$ cat config.mk
export PLATFORM = sky130hd
export DESIGN_NAME = jddr_top
export DESIGN_NICKNAME = d
export VERILOG_FILES = /design/src/inc/jddr_pkg.sv /design/src/core/jddr_top.sv
export VERILOG_INCLUDE_DIRS = /design/src /design/src/inc
export SDC_FILE = /design/constraint.sdc
export NUM_CORES = 1
export LEC_CHECK = 0
export ABC_AREA = 1
export BUFFER_PORTS_ARGS = -buffer_cell sky130_fd_sc_hd__buf_2
export CORE_AREA = 8 8 222 118
export CTS_CLUSTER_DIAMETER = 80
export DETAILED_ROUTE_END_ITERATION = 12
export DIE_AREA = 0 0 230 126
export GPL_TIMING_DRIVEN = 0
export PLACE_DENSITY = 0.77
export SETUP_SLACK_MARGIN = 0.05
export SYNTH_ARGS = -nofsm -noshare
export SYNTH_HDL_FRONTEND = slang
export SYNTH_SLANG_ARGS = --single-unit
$ cat constraint.sdc
create_clock -name sys_clk -period 1.75 [get_ports sys_clk]
set_clock_uncertainty 0.1 [all_clocks]
set_input_delay 0.2625 -clock sys_clk [delete_from_list [all_inputs] [get_ports sys_clk]]
set_output_delay 0.2625 -clock sys_clk [all_outputs]
set_load 0.01 [all_outputs]
$ cat src/inc/jddr_regs.svh
// Offsets, bit positions, codes and reset values of the debug data registers
`ifndef JDDR_REGS_SVH
`define JDDR_REGS_SVH

`define JDDR_IR_CSR        5'h09
`define JDDR_IR_TX         5'h10
`define JDDR_IR_RX         5'h02

`define JDDR_OFF_DEBUG_CTRL_STATUS_REG      8'h00
`define JDDR_OFF_HS        8'h04
`define JDDR_OFF_TX        8'h08
`define JDDR_OFF_RX        8'h0C
`define JDDR_OFF_STAT      8'h10

`define JDDR_HS_RR         31
`define JDDR_HS_OV         30
`define JDDR_HS_DL         29
`define JDDR_HS_TR         28

`define JDDR_CH_BRK        2
`define JDDR_CH_HOLD       1
`define JDDR_HB_VALID      34
`define JDDR_HB_DL         1
`define JDDR_HB_FLUSH      0

`define JDDR_DEBUG_CTRL_STATUS_REG_HALT     30
`define JDDR_DEBUG_CTRL_STATUS_REG_JMASK    32'hC000_003F
`define JDDR_DEBUG_CTRL_STATUS_REG_RST      32'h0000_0000

`define JDDR_RESP_OKAY     2'h0
`define JDDR_RESP_SLVERR   2'h2

`endif

$ cat src/inc/jddr_pkg.sv
// Types shared by the debug data register block
package jddr_pkg;

   typedef struct packed {
      logic       tck;
      logic       trst_n;
      logic       tdi;
      logic       capture_dr;
      logic       shift_dr;
      logic       update_dr;
      logic [4:0] instr;
      logic       proc_reset_n;
   } jddr_pins_t;

   typedef struct packed {
      logic abort_mode;
      logic special_debug_state;
      logic idle;
      logic debug_exc_taken;
   } jddr_core_t;

endpackage

$ cat src/core/jddr_top.sv
// Debug data registers on the test port, with an AXI4-Lite processor side
//
// Our own choices: the register offsets and the AXI4-Lite register port.
`timescale 1ns/10ps
`include "jddr_regs.svh"
module jddr_top
(
   input  wire logic                 sys_clk,
   input  wire logic                 resetn,
   input  wire jddr_pkg::jddr_pins_t pins,
   input  wire jddr_pkg::jddr_core_t core,
   output logic                      tdo,
   output logic                      core_reset_n,
   output logic                      stop_issue,
   output logic                      enter_debug,
   input  wire logic [7:0]           s_axi_awaddr,
   input  wire logic                 s_axi_awvalid,
   output logic                      s_axi_awready,
   input  wire logic [31:0]          s_axi_wdata,
   input  wire logic [3:0]           s_axi_wstrb,
   input  wire logic                 s_axi_wvalid,
   output logic                      s_axi_wready,
   output logic [1:0]                s_axi_bresp,
   output logic                      s_axi_bvalid,
   input  wire logic                 s_axi_bready,
   input  wire logic [7:0]           s_axi_araddr,
   input  wire logic                 s_axi_arvalid,
   output logic                      s_axi_arready,
   output logic [31:0]               s_axi_rdata,
   output logic [1:0]                s_axi_rresp,
   output logic                      s_axi_rvalid,
   input  wire logic                 s_axi_rready
);

   jddr_pkg::jddr_pins_t pin_meta;
   jddr_pkg::jddr_pins_t pin_sync;
   logic                 tck_q;
   logic                 tck_rise;
   logic                 tck_fall;
   logic                 sel_csr;
   logic                 sel_tx;
   logic                 sel_rx;
   logic                 cap;
   logic                 shf;
   logic                 upd;
   logic [35:0]          chain;
   logic [34:0]          holding;
   logic [31:0]          debug_ctrl_status_reg;
   logic [31:0]          tx_buf;
   logic [31:0]          rx_buf;
   logic                 tr;
   logic                 rr;
   logic                 ov;
   logic                 dl;
   logic                 hold_rst;
   logic                 brk_latch;
   logic                 tx_armed;
   logic                 defer;
   logic                 rx_write;
   logic [7:0]           aw_addr;
   logic                 aw_have;
   logic                 w_have;
   logic [31:0]          w_data;
   logic [3:0]           w_strb;
   logic                 wr_go;
   logic                 rx_rd;
   logic [31:0]          rd_word;

   function automatic logic [31:0] merge(input logic [31:0] old,
                                         input logic [31:0] val,
                                         input logic [3:0]  strb);
      logic [31:0] res;
      res = old;
      for (int i = 0; i < 4; i++)
         if (strb[i])
            res[8*i +: 8] = val[8*i +: 8];
      return res;
   endfunction

   function automatic logic mapped(input logic [7:0] addr);
      return addr == `JDDR_OFF_DEBUG_CTRL_STATUS_REG || addr == `JDDR_OFF_HS ||
             addr == `JDDR_OFF_TX || addr == `JDDR_OFF_RX ||
             addr == `JDDR_OFF_STAT;
   endfunction

   // Test port pins are asynchronous to sys_clk
   always_ff @(posedge sys_clk or negedge resetn)
      if (!resetn)
      begin
         pin_meta <= '0;
         pin_sync <= '0;
         tck_q    <= 1'b0;
      end
      else
      begin
         pin_meta <= pins;
         pin_sync <= pin_meta;
         tck_q    <= pin_sync.tck;
      end

   assign tck_rise = pin_sync.tck & ~tck_q;
   assign tck_fall = ~pin_sync.tck & tck_q;
   assign sel_csr  = pin_sync.instr == `JDDR_IR_CSR;
   assign sel_tx   = pin_sync.instr == `JDDR_IR_TX;
   assign sel_rx   = pin_sync.instr == `JDDR_IR_RX;
   assign cap      = tck_rise & pin_sync.capture_dr;
   assign shf      = tck_rise & pin_sync.shift_dr;
   assign upd      = tck_rise & pin_sync.update_dr;

   // One chain serves all three instructions
   always_ff @(posedge sys_clk or negedge resetn)
      if (!resetn)
         chain <= '0;
      else if (cap && sel_csr)
         chain <= {1'b0, debug_ctrl_status_reg, 1'b0, 1'b1, 1'b0};
      else if (cap && sel_tx)
         chain <= {1'b0, tx_buf, 2'b00, tr};
      else if (cap && sel_rx)
         chain <= {35'h0, rr};
      else if (shf && (sel_csr || sel_tx || sel_rx))
         chain <= {pin_sync.tdi, chain[35:1]};

   // Test data out changes on the falling test clock
   always_ff @(posedge sys_clk or negedge resetn)
      if (!resetn)
         tdo <= 1'b0;
      else if (tck_fall)
         tdo <= chain[0];

   // Holding register; transmit updates leave it alone
   always_ff @(posedge sys_clk or negedge resetn)
      if (!resetn)
         holding <= '0;
      else if (!pin_sync.trst_n)
      begin
         holding[`JDDR_HB_VALID] <= 1'b0;
         holding[1:0]            <= 2'b00;
      end
      else if (upd && sel_csr)
         holding <= {1'b0, chain[34:1]};
      else if (upd && sel_rx)
         holding <= chain[35:1];
      else if (rx_write)
         holding[`JDDR_HB_VALID] <= 1'b0;

   assign rx_write = holding[`JDDR_HB_VALID];

   // Control register: test port writes only its writable bits
   always_ff @(posedge sys_clk or negedge resetn)
      if (!resetn)
         debug_ctrl_status_reg <= `JDDR_DEBUG_CTRL_STATUS_REG_RST;
      else if (upd && sel_csr)
         debug_ctrl_status_reg <= (debug_ctrl_status_reg & ~`JDDR_DEBUG_CTRL_STATUS_REG_JMASK) |
                 (chain[34:3] & `JDDR_DEBUG_CTRL_STATUS_REG_JMASK);
      else if (wr_go && aw_addr == `JDDR_OFF_DEBUG_CTRL_STATUS_REG)
         debug_ctrl_status_reg <= merge(debug_ctrl_status_reg, w_data, w_strb);

   // Hold-in-reset follows chain bit 1 of each control update
   always_ff @(posedge sys_clk or negedge resetn)
      if (!resetn)
         hold_rst <= 1'b0;
      else if (!pin_sync.trst_n)
         hold_rst <= 1'b0;
      else if (upd && sel_csr)
         hold_rst <= chain[`JDDR_CH_HOLD];

   // Break stays latched until the core takes a debug exception
   always_ff @(posedge sys_clk or negedge resetn)
      if (!resetn)
         brk_latch <= 1'b0;
      else if (upd && sel_csr && chain[`JDDR_CH_BRK])
         brk_latch <= 1'b1;
      else if (core.debug_exc_taken)
         brk_latch <= 1'b0;

   // Halt mode defers in special state, monitor mode in abort
   assign defer = debug_ctrl_status_reg[`JDDR_DEBUG_CTRL_STATUS_REG_HALT] ? core.special_debug_state
                                        : core.abort_mode;

   always_ff @(posedge sys_clk or negedge resetn)
      if (!resetn)
      begin
         stop_issue   <= 1'b0;
         enter_debug  <= 1'b0;
         core_reset_n <= 1'b0;
      end
      else
      begin
         stop_issue   <= brk_latch & ~defer;
         enter_debug  <= stop_issue & brk_latch & core.idle;
         core_reset_n <= pin_sync.proc_reset_n & ~hold_rst;
      end

   // Transmit ready: a shift after a transmit capture reads it out
   always_ff @(posedge sys_clk or negedge resetn)
      if (!resetn)
         tx_armed <= 1'b0;
      else if (cap)
         tx_armed <= sel_tx;
      else if (shf || upd)
         tx_armed <= 1'b0;

   always_ff @(posedge sys_clk or negedge resetn)
      if (!resetn)
         tr <= 1'b0;
      else if (wr_go && aw_addr == `JDDR_OFF_TX)
         tr <= 1'b1;
      else if (shf && sel_tx && tx_armed)
         tr <= 1'b0;

   always_ff @(posedge sys_clk or negedge resetn)
      if (!resetn)
         tx_buf <= '0;
      else if (wr_go && aw_addr == `JDDR_OFF_TX)
         tx_buf <= merge(tx_buf, w_data, w_strb);

   // Receive write logic
   always_ff @(posedge sys_clk or negedge resetn)
      if (!resetn)
         rx_buf <= '0;
      else if (rx_write)
         rx_buf <= holding[33:2];

   always_ff @(posedge sys_clk or negedge resetn)
      if (!resetn)
         rr <= 1'b0;
      else if (rx_write)
         rr <= 1'b1;
      else if ((upd && sel_rx && chain[`JDDR_HB_FLUSH + 1]) || rx_rd)
         rr <= 1'b0;

   always_ff @(posedge sys_clk or negedge resetn)
      if (!resetn)
         ov <= 1'b0;
      else if (rx_write && rr)
         ov <= 1'b1;
      else if (wr_go && aw_addr == `JDDR_OFF_HS && w_strb[3] &&
               !w_data[`JDDR_HS_OV])
         ov <= 1'b0;

   always_ff @(posedge sys_clk or negedge resetn)
      if (!resetn)
         dl <= 1'b0;
      else if (upd && sel_rx)
         dl <= chain[`JDDR_HB_DL + 1];

   // AXI4-Lite write channel
   assign wr_go = aw_have & w_have & ~s_axi_bvalid;

   always_ff @(posedge sys_clk or negedge resetn)
      if (!resetn)
      begin
         aw_have       <= 1'b0;
         w_have        <= 1'b0;
         aw_addr       <= '0;
         w_data        <= '0;
         w_strb        <= '0;
         s_axi_awready <= 1'b1;
         s_axi_wready  <= 1'b1;
         s_axi_bvalid  <= 1'b0;
         s_axi_bresp   <= `JDDR_RESP_OKAY;
      end
      else
      begin
         if (s_axi_awvalid && s_axi_awready)
         begin
            aw_have       <= 1'b1;
            aw_addr       <= s_axi_awaddr;
            s_axi_awready <= 1'b0;
         end
         else if (wr_go)
            aw_have <= 1'b0;
         if (s_axi_wvalid && s_axi_wready)
         begin
            w_have       <= 1'b1;
            w_data       <= s_axi_wdata;
            w_strb       <= s_axi_wstrb;
            s_axi_wready <= 1'b0;
         end
         else if (wr_go)
            w_have <= 1'b0;
         if (wr_go)
         begin
            s_axi_bvalid <= 1'b1;
            s_axi_bresp  <= mapped(aw_addr) ? `JDDR_RESP_OKAY
                                            : `JDDR_RESP_SLVERR;
         end
         else if (s_axi_bvalid && s_axi_bready)
         begin
            s_axi_bvalid  <= 1'b0;
            s_axi_awready <= 1'b1;
            s_axi_wready  <= 1'b1;
         end
      end

   // AXI4-Lite read channel
   always_comb
   begin
      unique case (s_axi_araddr)
         `JDDR_OFF_DEBUG_CTRL_STATUS_REG: rd_word = debug_ctrl_status_reg;
         `JDDR_OFF_HS:   rd_word = {rr, ov, dl, tr, 28'h0};
         `JDDR_OFF_TX:   rd_word = tx_buf;
         `JDDR_OFF_RX:   rd_word = rx_buf;
         `JDDR_OFF_STAT: rd_word = {28'h0, enter_debug, stop_issue,
                                    brk_latch, hold_rst};
         default:        rd_word = 32'h0;
      endcase
   end

   assign rx_rd = s_axi_arvalid & s_axi_arready &
                  (s_axi_araddr == `JDDR_OFF_RX);

   always_ff @(posedge sys_clk or negedge resetn)
      if (!resetn)
      begin
         s_axi_arready <= 1'b1;
         s_axi_rvalid  <= 1'b0;
         s_axi_rdata   <= '0;
         s_axi_rresp   <= `JDDR_RESP_OKAY;
      end
      else if (s_axi_arvalid && s_axi_arready)
      begin
         s_axi_arready <= 1'b0;
         s_axi_rvalid  <= 1'b1;
         s_axi_rdata   <= rd_word;
         s_axi_rresp   <= mapped(s_axi_araddr) ? `JDDR_RESP_OKAY
                                               : `JDDR_RESP_SLVERR;
      end
      else if (s_axi_rvalid && s_axi_rready)
      begin
         s_axi_rvalid  <= 1'b0;
         s_axi_arready <= 1'b1;
      end
endmodule

# Word level (Yosys, flattened, before mapping)
# Cells that the tools add are included.
# word_totals
regBits	288
latch_bits	0
mem_bits_rw	0
mem_bits_ro	0
in_bits	75
word_cells	190
mem_count	0
# classes
add_sub_neg	0
n_mul	0
div	0
magnitude_cmp	0
n_eq_ne	12
shifts	0
mux	45
n_bitwise	19
n_reduce_logical	61
# op_table
cell	count
$pmux W32 S5	1
$mux W36	4
$mux W32	2
$mux W35	1
$mux W34	1
$eq A8 B4 Y1 const B	4
$mux W8	4
$or A30 B32 Y32	1
$mux W1	30
$reduce_bool A2 Y1	15
$logic_and A1 B1 Y1	21
$reduce_and A2 Y1	9
$eq A8 B3 Y1 const B	2
$eq A8 B5 Y1 const B	2
$logic_not A8 Y1	2
$and A1 B1 Y1	13
$logic_or A1 B1 Y1	12
$eq A5 B2 Y1 const B	1
$eq A5 B4 Y1 const B	1
$eq A5 B5 Y1 const B	1
$not A1 Y1	5
$mux W2	2
$reduce_bool A4 Y1	1
$ne A2 B1 Y1 const B	1
$logic_not A1 Y1	1

# Logic depth before layout (Yosys ltp)
# depth
ltp_word	8
mapped_depth	11
ltp_nobuf	9

# Worst setup path before layout
# Ideal clock, no wire load.
# synth_timing
kind	register to register
startpoint	register s_axi_bvalid
endpoint	register debug_ctrl_status_reg[14]
setup_ns	0.121
arrival_time_ns	1.316
t_required_ns	1.529
path_slack_ns	0.213
stages_incl_launch_ff	8
path_buffers	1
synth_period_minus_slack_ns	1.537
cell_sequence	dfrtp_1 > inv_1 > nand3_2 > nor3_4 > nand3_2 > buf_4 > nand2_1 > o21ai_1
# synth_via
elab_chain_cells	5
# synth_lines
item	line	text
start, declared	jddr_top.sv:24	output logic s_axi_bvalid,
start signal, assigned	jddr_top.sv:260	s_axi_bvalid <= 1'b0;
start signal, assigned	jddr_top.sv:284	s_axi_bvalid <= 1'b1;
start signal, assigned	jddr_top.sv:290	s_axi_bvalid <= 1'b0;
$not A1 Y1	jddr_top.sv:248	assign wr_go = aw_have & w_have & ~s_axi_bvalid;
$and A1 B1 Y1	jddr_top.sv:248	
$logic_and A1 B1 Y1 (no line)	-	
$reduce_bool A2 Y1 (no line)	-	
$reduce_and A2 Y1 (no line)	-	
end signal, assigned	jddr_top.sv:151	debug_ctrl_status_reg <= `JDDR_DEBUG_CTRL_STATUS_REG_RST;
end signal, assigned	jddr_top.sv:153	debug_ctrl_status_reg <= (debug_ctrl_status_reg & ~`JDDR_DEBUG_CTRL_STATUS_REG_JMASK) |
end signal, assigned	jddr_top.sv:156	debug_ctrl_status_reg <= merge(debug_ctrl_status_reg, w_data, w_strb);
end, declared	jddr_top.sv:48	logic [31:0] debug_ctrl_status_reg;
# Every way passes these cells.
# A chain may end at the register's enable or synchronous reset.

# Worst setup path after layout
# layout_timing
startpoint	register aw_addr[6]
endpoint	register debug_ctrl_status_reg[29]
# layout_via
elab_chain_cells	4
# layout_lines
item	line	text
start, declared	jddr_top.sv:60	logic [7:0] aw_addr;
start signal, assigned	jddr_top.sv:268	aw_addr <= s_axi_awaddr;
$logic_not A8 Y1 (no line)	-	
$logic_and A1 B1 Y1 (no line)	-	
$reduce_bool A2 Y1 (no line)	-	
$reduce_and A2 Y1 (no line)	-	
# Every way passes these cells.

==> flow_metrics.tcl <==
set metrics [dict create \
    clkSinkCount 286 \
    end_kind "register" \
    async_flop_share 1.00 \
    p_seq_frac 0.489 \
    busiest_layer "met1" \
    pwr-share-comb 0.194 \
    dp_hpwl_um 27800 \
    drive_above_1_share 0.263 \
    fmax_mhz 551 \
    reg_top3 "chain: 36 flops, holding: 33 flops" \
    worstPathArrival_ns 2.14 \
    synth_edf_count 0 \
    global_route.usage.met2 0.388 \
    row_count 40 \
    leakagePower_nw 8.82 \
    hold-worst-slack_ns -0.318 \
    synth.area.top_cells "dfrtp_1 (54%), nand2_1 (14%), nand3_1 (5.7%)" \
    grt_util_met1 0.400 \
    clkSlewWorstSetupHoldPaths_ns 0.06 \
    power_switching_share 0.318 \
    fill_cells 1645 \
    startpoint_type "register" \
    final_core_utilization 0.742 \
    synth_flop_cell "dfrtp_1" \
    die_x_um 230 \
    overflow 0 \
    clock_tree.root_cell "clkbuf_16" \
    finalCritPeriodShare 1.04 \
    relSlewSlack 0.440 \
    cts_buffers 25 \
    r2r_end "debug_ctrl_status_reg[29]" \
    fin_nets 1930 \
    peakVddDrop_uv 927 \
    violations "negative hold slack, negative setup slack" \
    largest_register_ff_count 36 \
    p_clk_frac 0.317 \
    die_h_um 126 \
    num_antenna_cells 0 \
    outcome "complete, but fails checks" \
    seqCellArea_um2 7160 \
    p_switching_mw 5.65 \
    worstReg2RegStart "aw_addr[6]" \
    cts_tree "built" \
    drtAntennaViolNets 0 \
    multiInputGateArea_um2 5460 \
    first_iter_violations 1445 \
    rsz0062_at_grt "yes" \
    grt_use_met3 0.0887 \
    cp-startpoint "aw_addr[6]" \
    track_usage 0.272 \
    synth_area_leader_cell "dfrtp_1" \
    slew_viol_final 0 \
    yosys_warnings 0 \
    ys_ff_latch 286 \
    reg2reg_slack_ns -0.06 \
    grt_max_degree 107 \
    totalWireLength_um 43100 \
    report.final.setup_viol 17 \
    grt_pass1_wl_um 62600 \
    vias 12020 \
    drt-wirelength-per-cell_um 19.7 \
    yosysMostFrequentCell "nand2_1" \
    port_buffers 117 \
    tightest_slew_ns 0.840 \
    final.min_clock_period_ns 1.81 \
    ios 120 \
    cts_buffer_depth 3 \
    p_per_area_nw_per_um2 1030 \
    insertion_delay_ns 0.55 \
    cp_max_fo 5 \
    synthCells 1591 \
    endpoint "debug_ctrl_status_reg[29]" \
    synth_commonest_cells "nand2_1 (485), dfrtp_1 (283), inv_1 (192), nand3_1 (149), nor2_1 (144)" \
    hold_violations 104 \
    start_util 0.566 \
    antenna_found_initial 0 \
    intPower_mw 12.1 \
    top_register "chain" \
    worst_slack_ns -0.0644 \
    h-tree-depth 1 \
    core_um2 23200 \
    power_mw 17.7 \
    critPathKind "reg -> reg" \
    area_growth_pct 31.2 \
    design.die.area_um2 29000 \
    ys_seq_area_frac 0.545 \
    hold_buffers 66 \
    avgSynthCellArea_um2 8.26 \
    first_pass_iters 6 \
    globalplace.congestion 0.921 \
    via_per_inst 5.50 \
    synth_cell_types 36 \
    worstHoldPathType "in -> async" \
    maxCapViolations 0 \
    required_ns 2.07 \
    grt_pass1_vias 11283 \
    drc 0 \
    syn-cell-area_um2 13100 \
    rr_worst_depth 8 \
    yosys.area.top_type_share 0.539 \
]
==> worst min-delay path by stage <==
stage	from	endpoint	slack (ns)	depth (start not counted)
3_5_place_dp	pin_meta[2]	pin_sync[2]	0.23	0
5_1_grt	resetn	s_axi_rdata[28]	-0.26	1
6_report	resetn	s_axi_rdata[28]	-0.32	1
4_1_cts	resetn	s_axi_rdata[28]	-0.29	1
2_1_floorplan	resetn	aw_addr[0]	-0.13	0
3_3_place_gp	pin_meta[0]	pin_sync[0]	0.23	0
==> power groups by stage <==
stage	clock, mW	sequential (mW)	combinational, mW
finish	5.62	8.68	3.45
floorplan	0	8.41	2.03
CTS	5.59	8.56	3.10
detailed placement	0	8.64	2.91
global placement	0	8.60	2.77
global route	5.87	8.78	3.85
==> layout make-up <==
type | count | share of cell area
timing repair buffer | 235 | 0.115
clock buffer | 35 | 0.0425
clock inverter | 9 | 0.00443
sequential | 286 | 0.416
multi-input combinational | 1031 | 0.317
buffer | 77 | 0.0392
tap | 315 | 0.0229
inverter | 199 | 0.0439
==> metal layers <==
| layer | up-vias | part of all wire |
|---|---|---|
| li1 | 5504 | - |
| met1 | 5821 | 0.42 |
| met2 | 630 | 0.43 |
| met3 | 65 | 0.14 |
| met4 | 0 | 0.018 |
| met5 | - | 0 |
==> per-stage QoR <==
step | instance area [um2] | hold WS, ns | setup slack (ns) | cells | TNS (ns)
finish | 17200 | -0.318 | -0.0644 | 2187 | -0.575
global route | 17200 | -0.261 | -0.127 | 2187 | -3.13
CTS | 15900 | -0.294 | -0.0290 | 2152 | -0.159
detailed placement | 14200 | 0.235 | -0.296 | 2026 | -27.85
global placement | 14100 | 0.234 | -4.95 | 2024 | -1412.36
floorplan | 13100 | -0.133 | 0.213 | 1592 | 0
==> placed cells by master, fill, tap and decap left out, types with 12 or more instances in the layout <==
master / Yosys / final
nand2_1: 485 / 425
dfrtp_1: 283 / 281
inv_1: 192 / 186
nand3_1: 149 / 137
buf_2: 23 / 126
nor2_1: 144 / 118
dlygate4sd3_1: 0 / 66
a21oi_1: 66 / 59
o21ai_2: 32 / 53
o21ai_0: 52 / 40
clkbuf_16: 0 / 36
nand2_2: 2 / 35
buf_4: 10 / 31
nand2_4: 2 / 27
nor2_2: 15 / 26
buf_6: 14 / 25
o21ai_1: 30 / 22
clkbuf_1: 26 / 21
nor2_4: 3 / 18
mux2_2: 12 / 12
==> what timing repair did <==
item	4_1_cts	5_1_grt
pin swaps	7	46
gates cloned	2	16
gates resized for setup	46	251
endpoints found under the hold margin	168	104
endpoints found under the setup margin	185	182
setup buffers	14	21
==> cell families after synthesis <==
kind of cell,count (synthesis),synth area share
and+or+nand+nor,824,0.267
DFF,286,0.545
buffers and inverters,277,0.0924
AOI/OAI and AO/OA,191,0.0847
muxes,12,0.0103
other,1,0.000285
==> worst max-delay path, cell delays in order (launching register included) <==
cell and delay (ns):
dfrtp_1 0.41, nor2_4 0.15, nand3_4 0.12, nor3_4 0.29, buf_6 0.17, nand3_4 0.16, buf_8 0.19, nand2_1 0.05
o21ai_1 0.06
No activity file was read; power rests on OpenSTA's default activity.
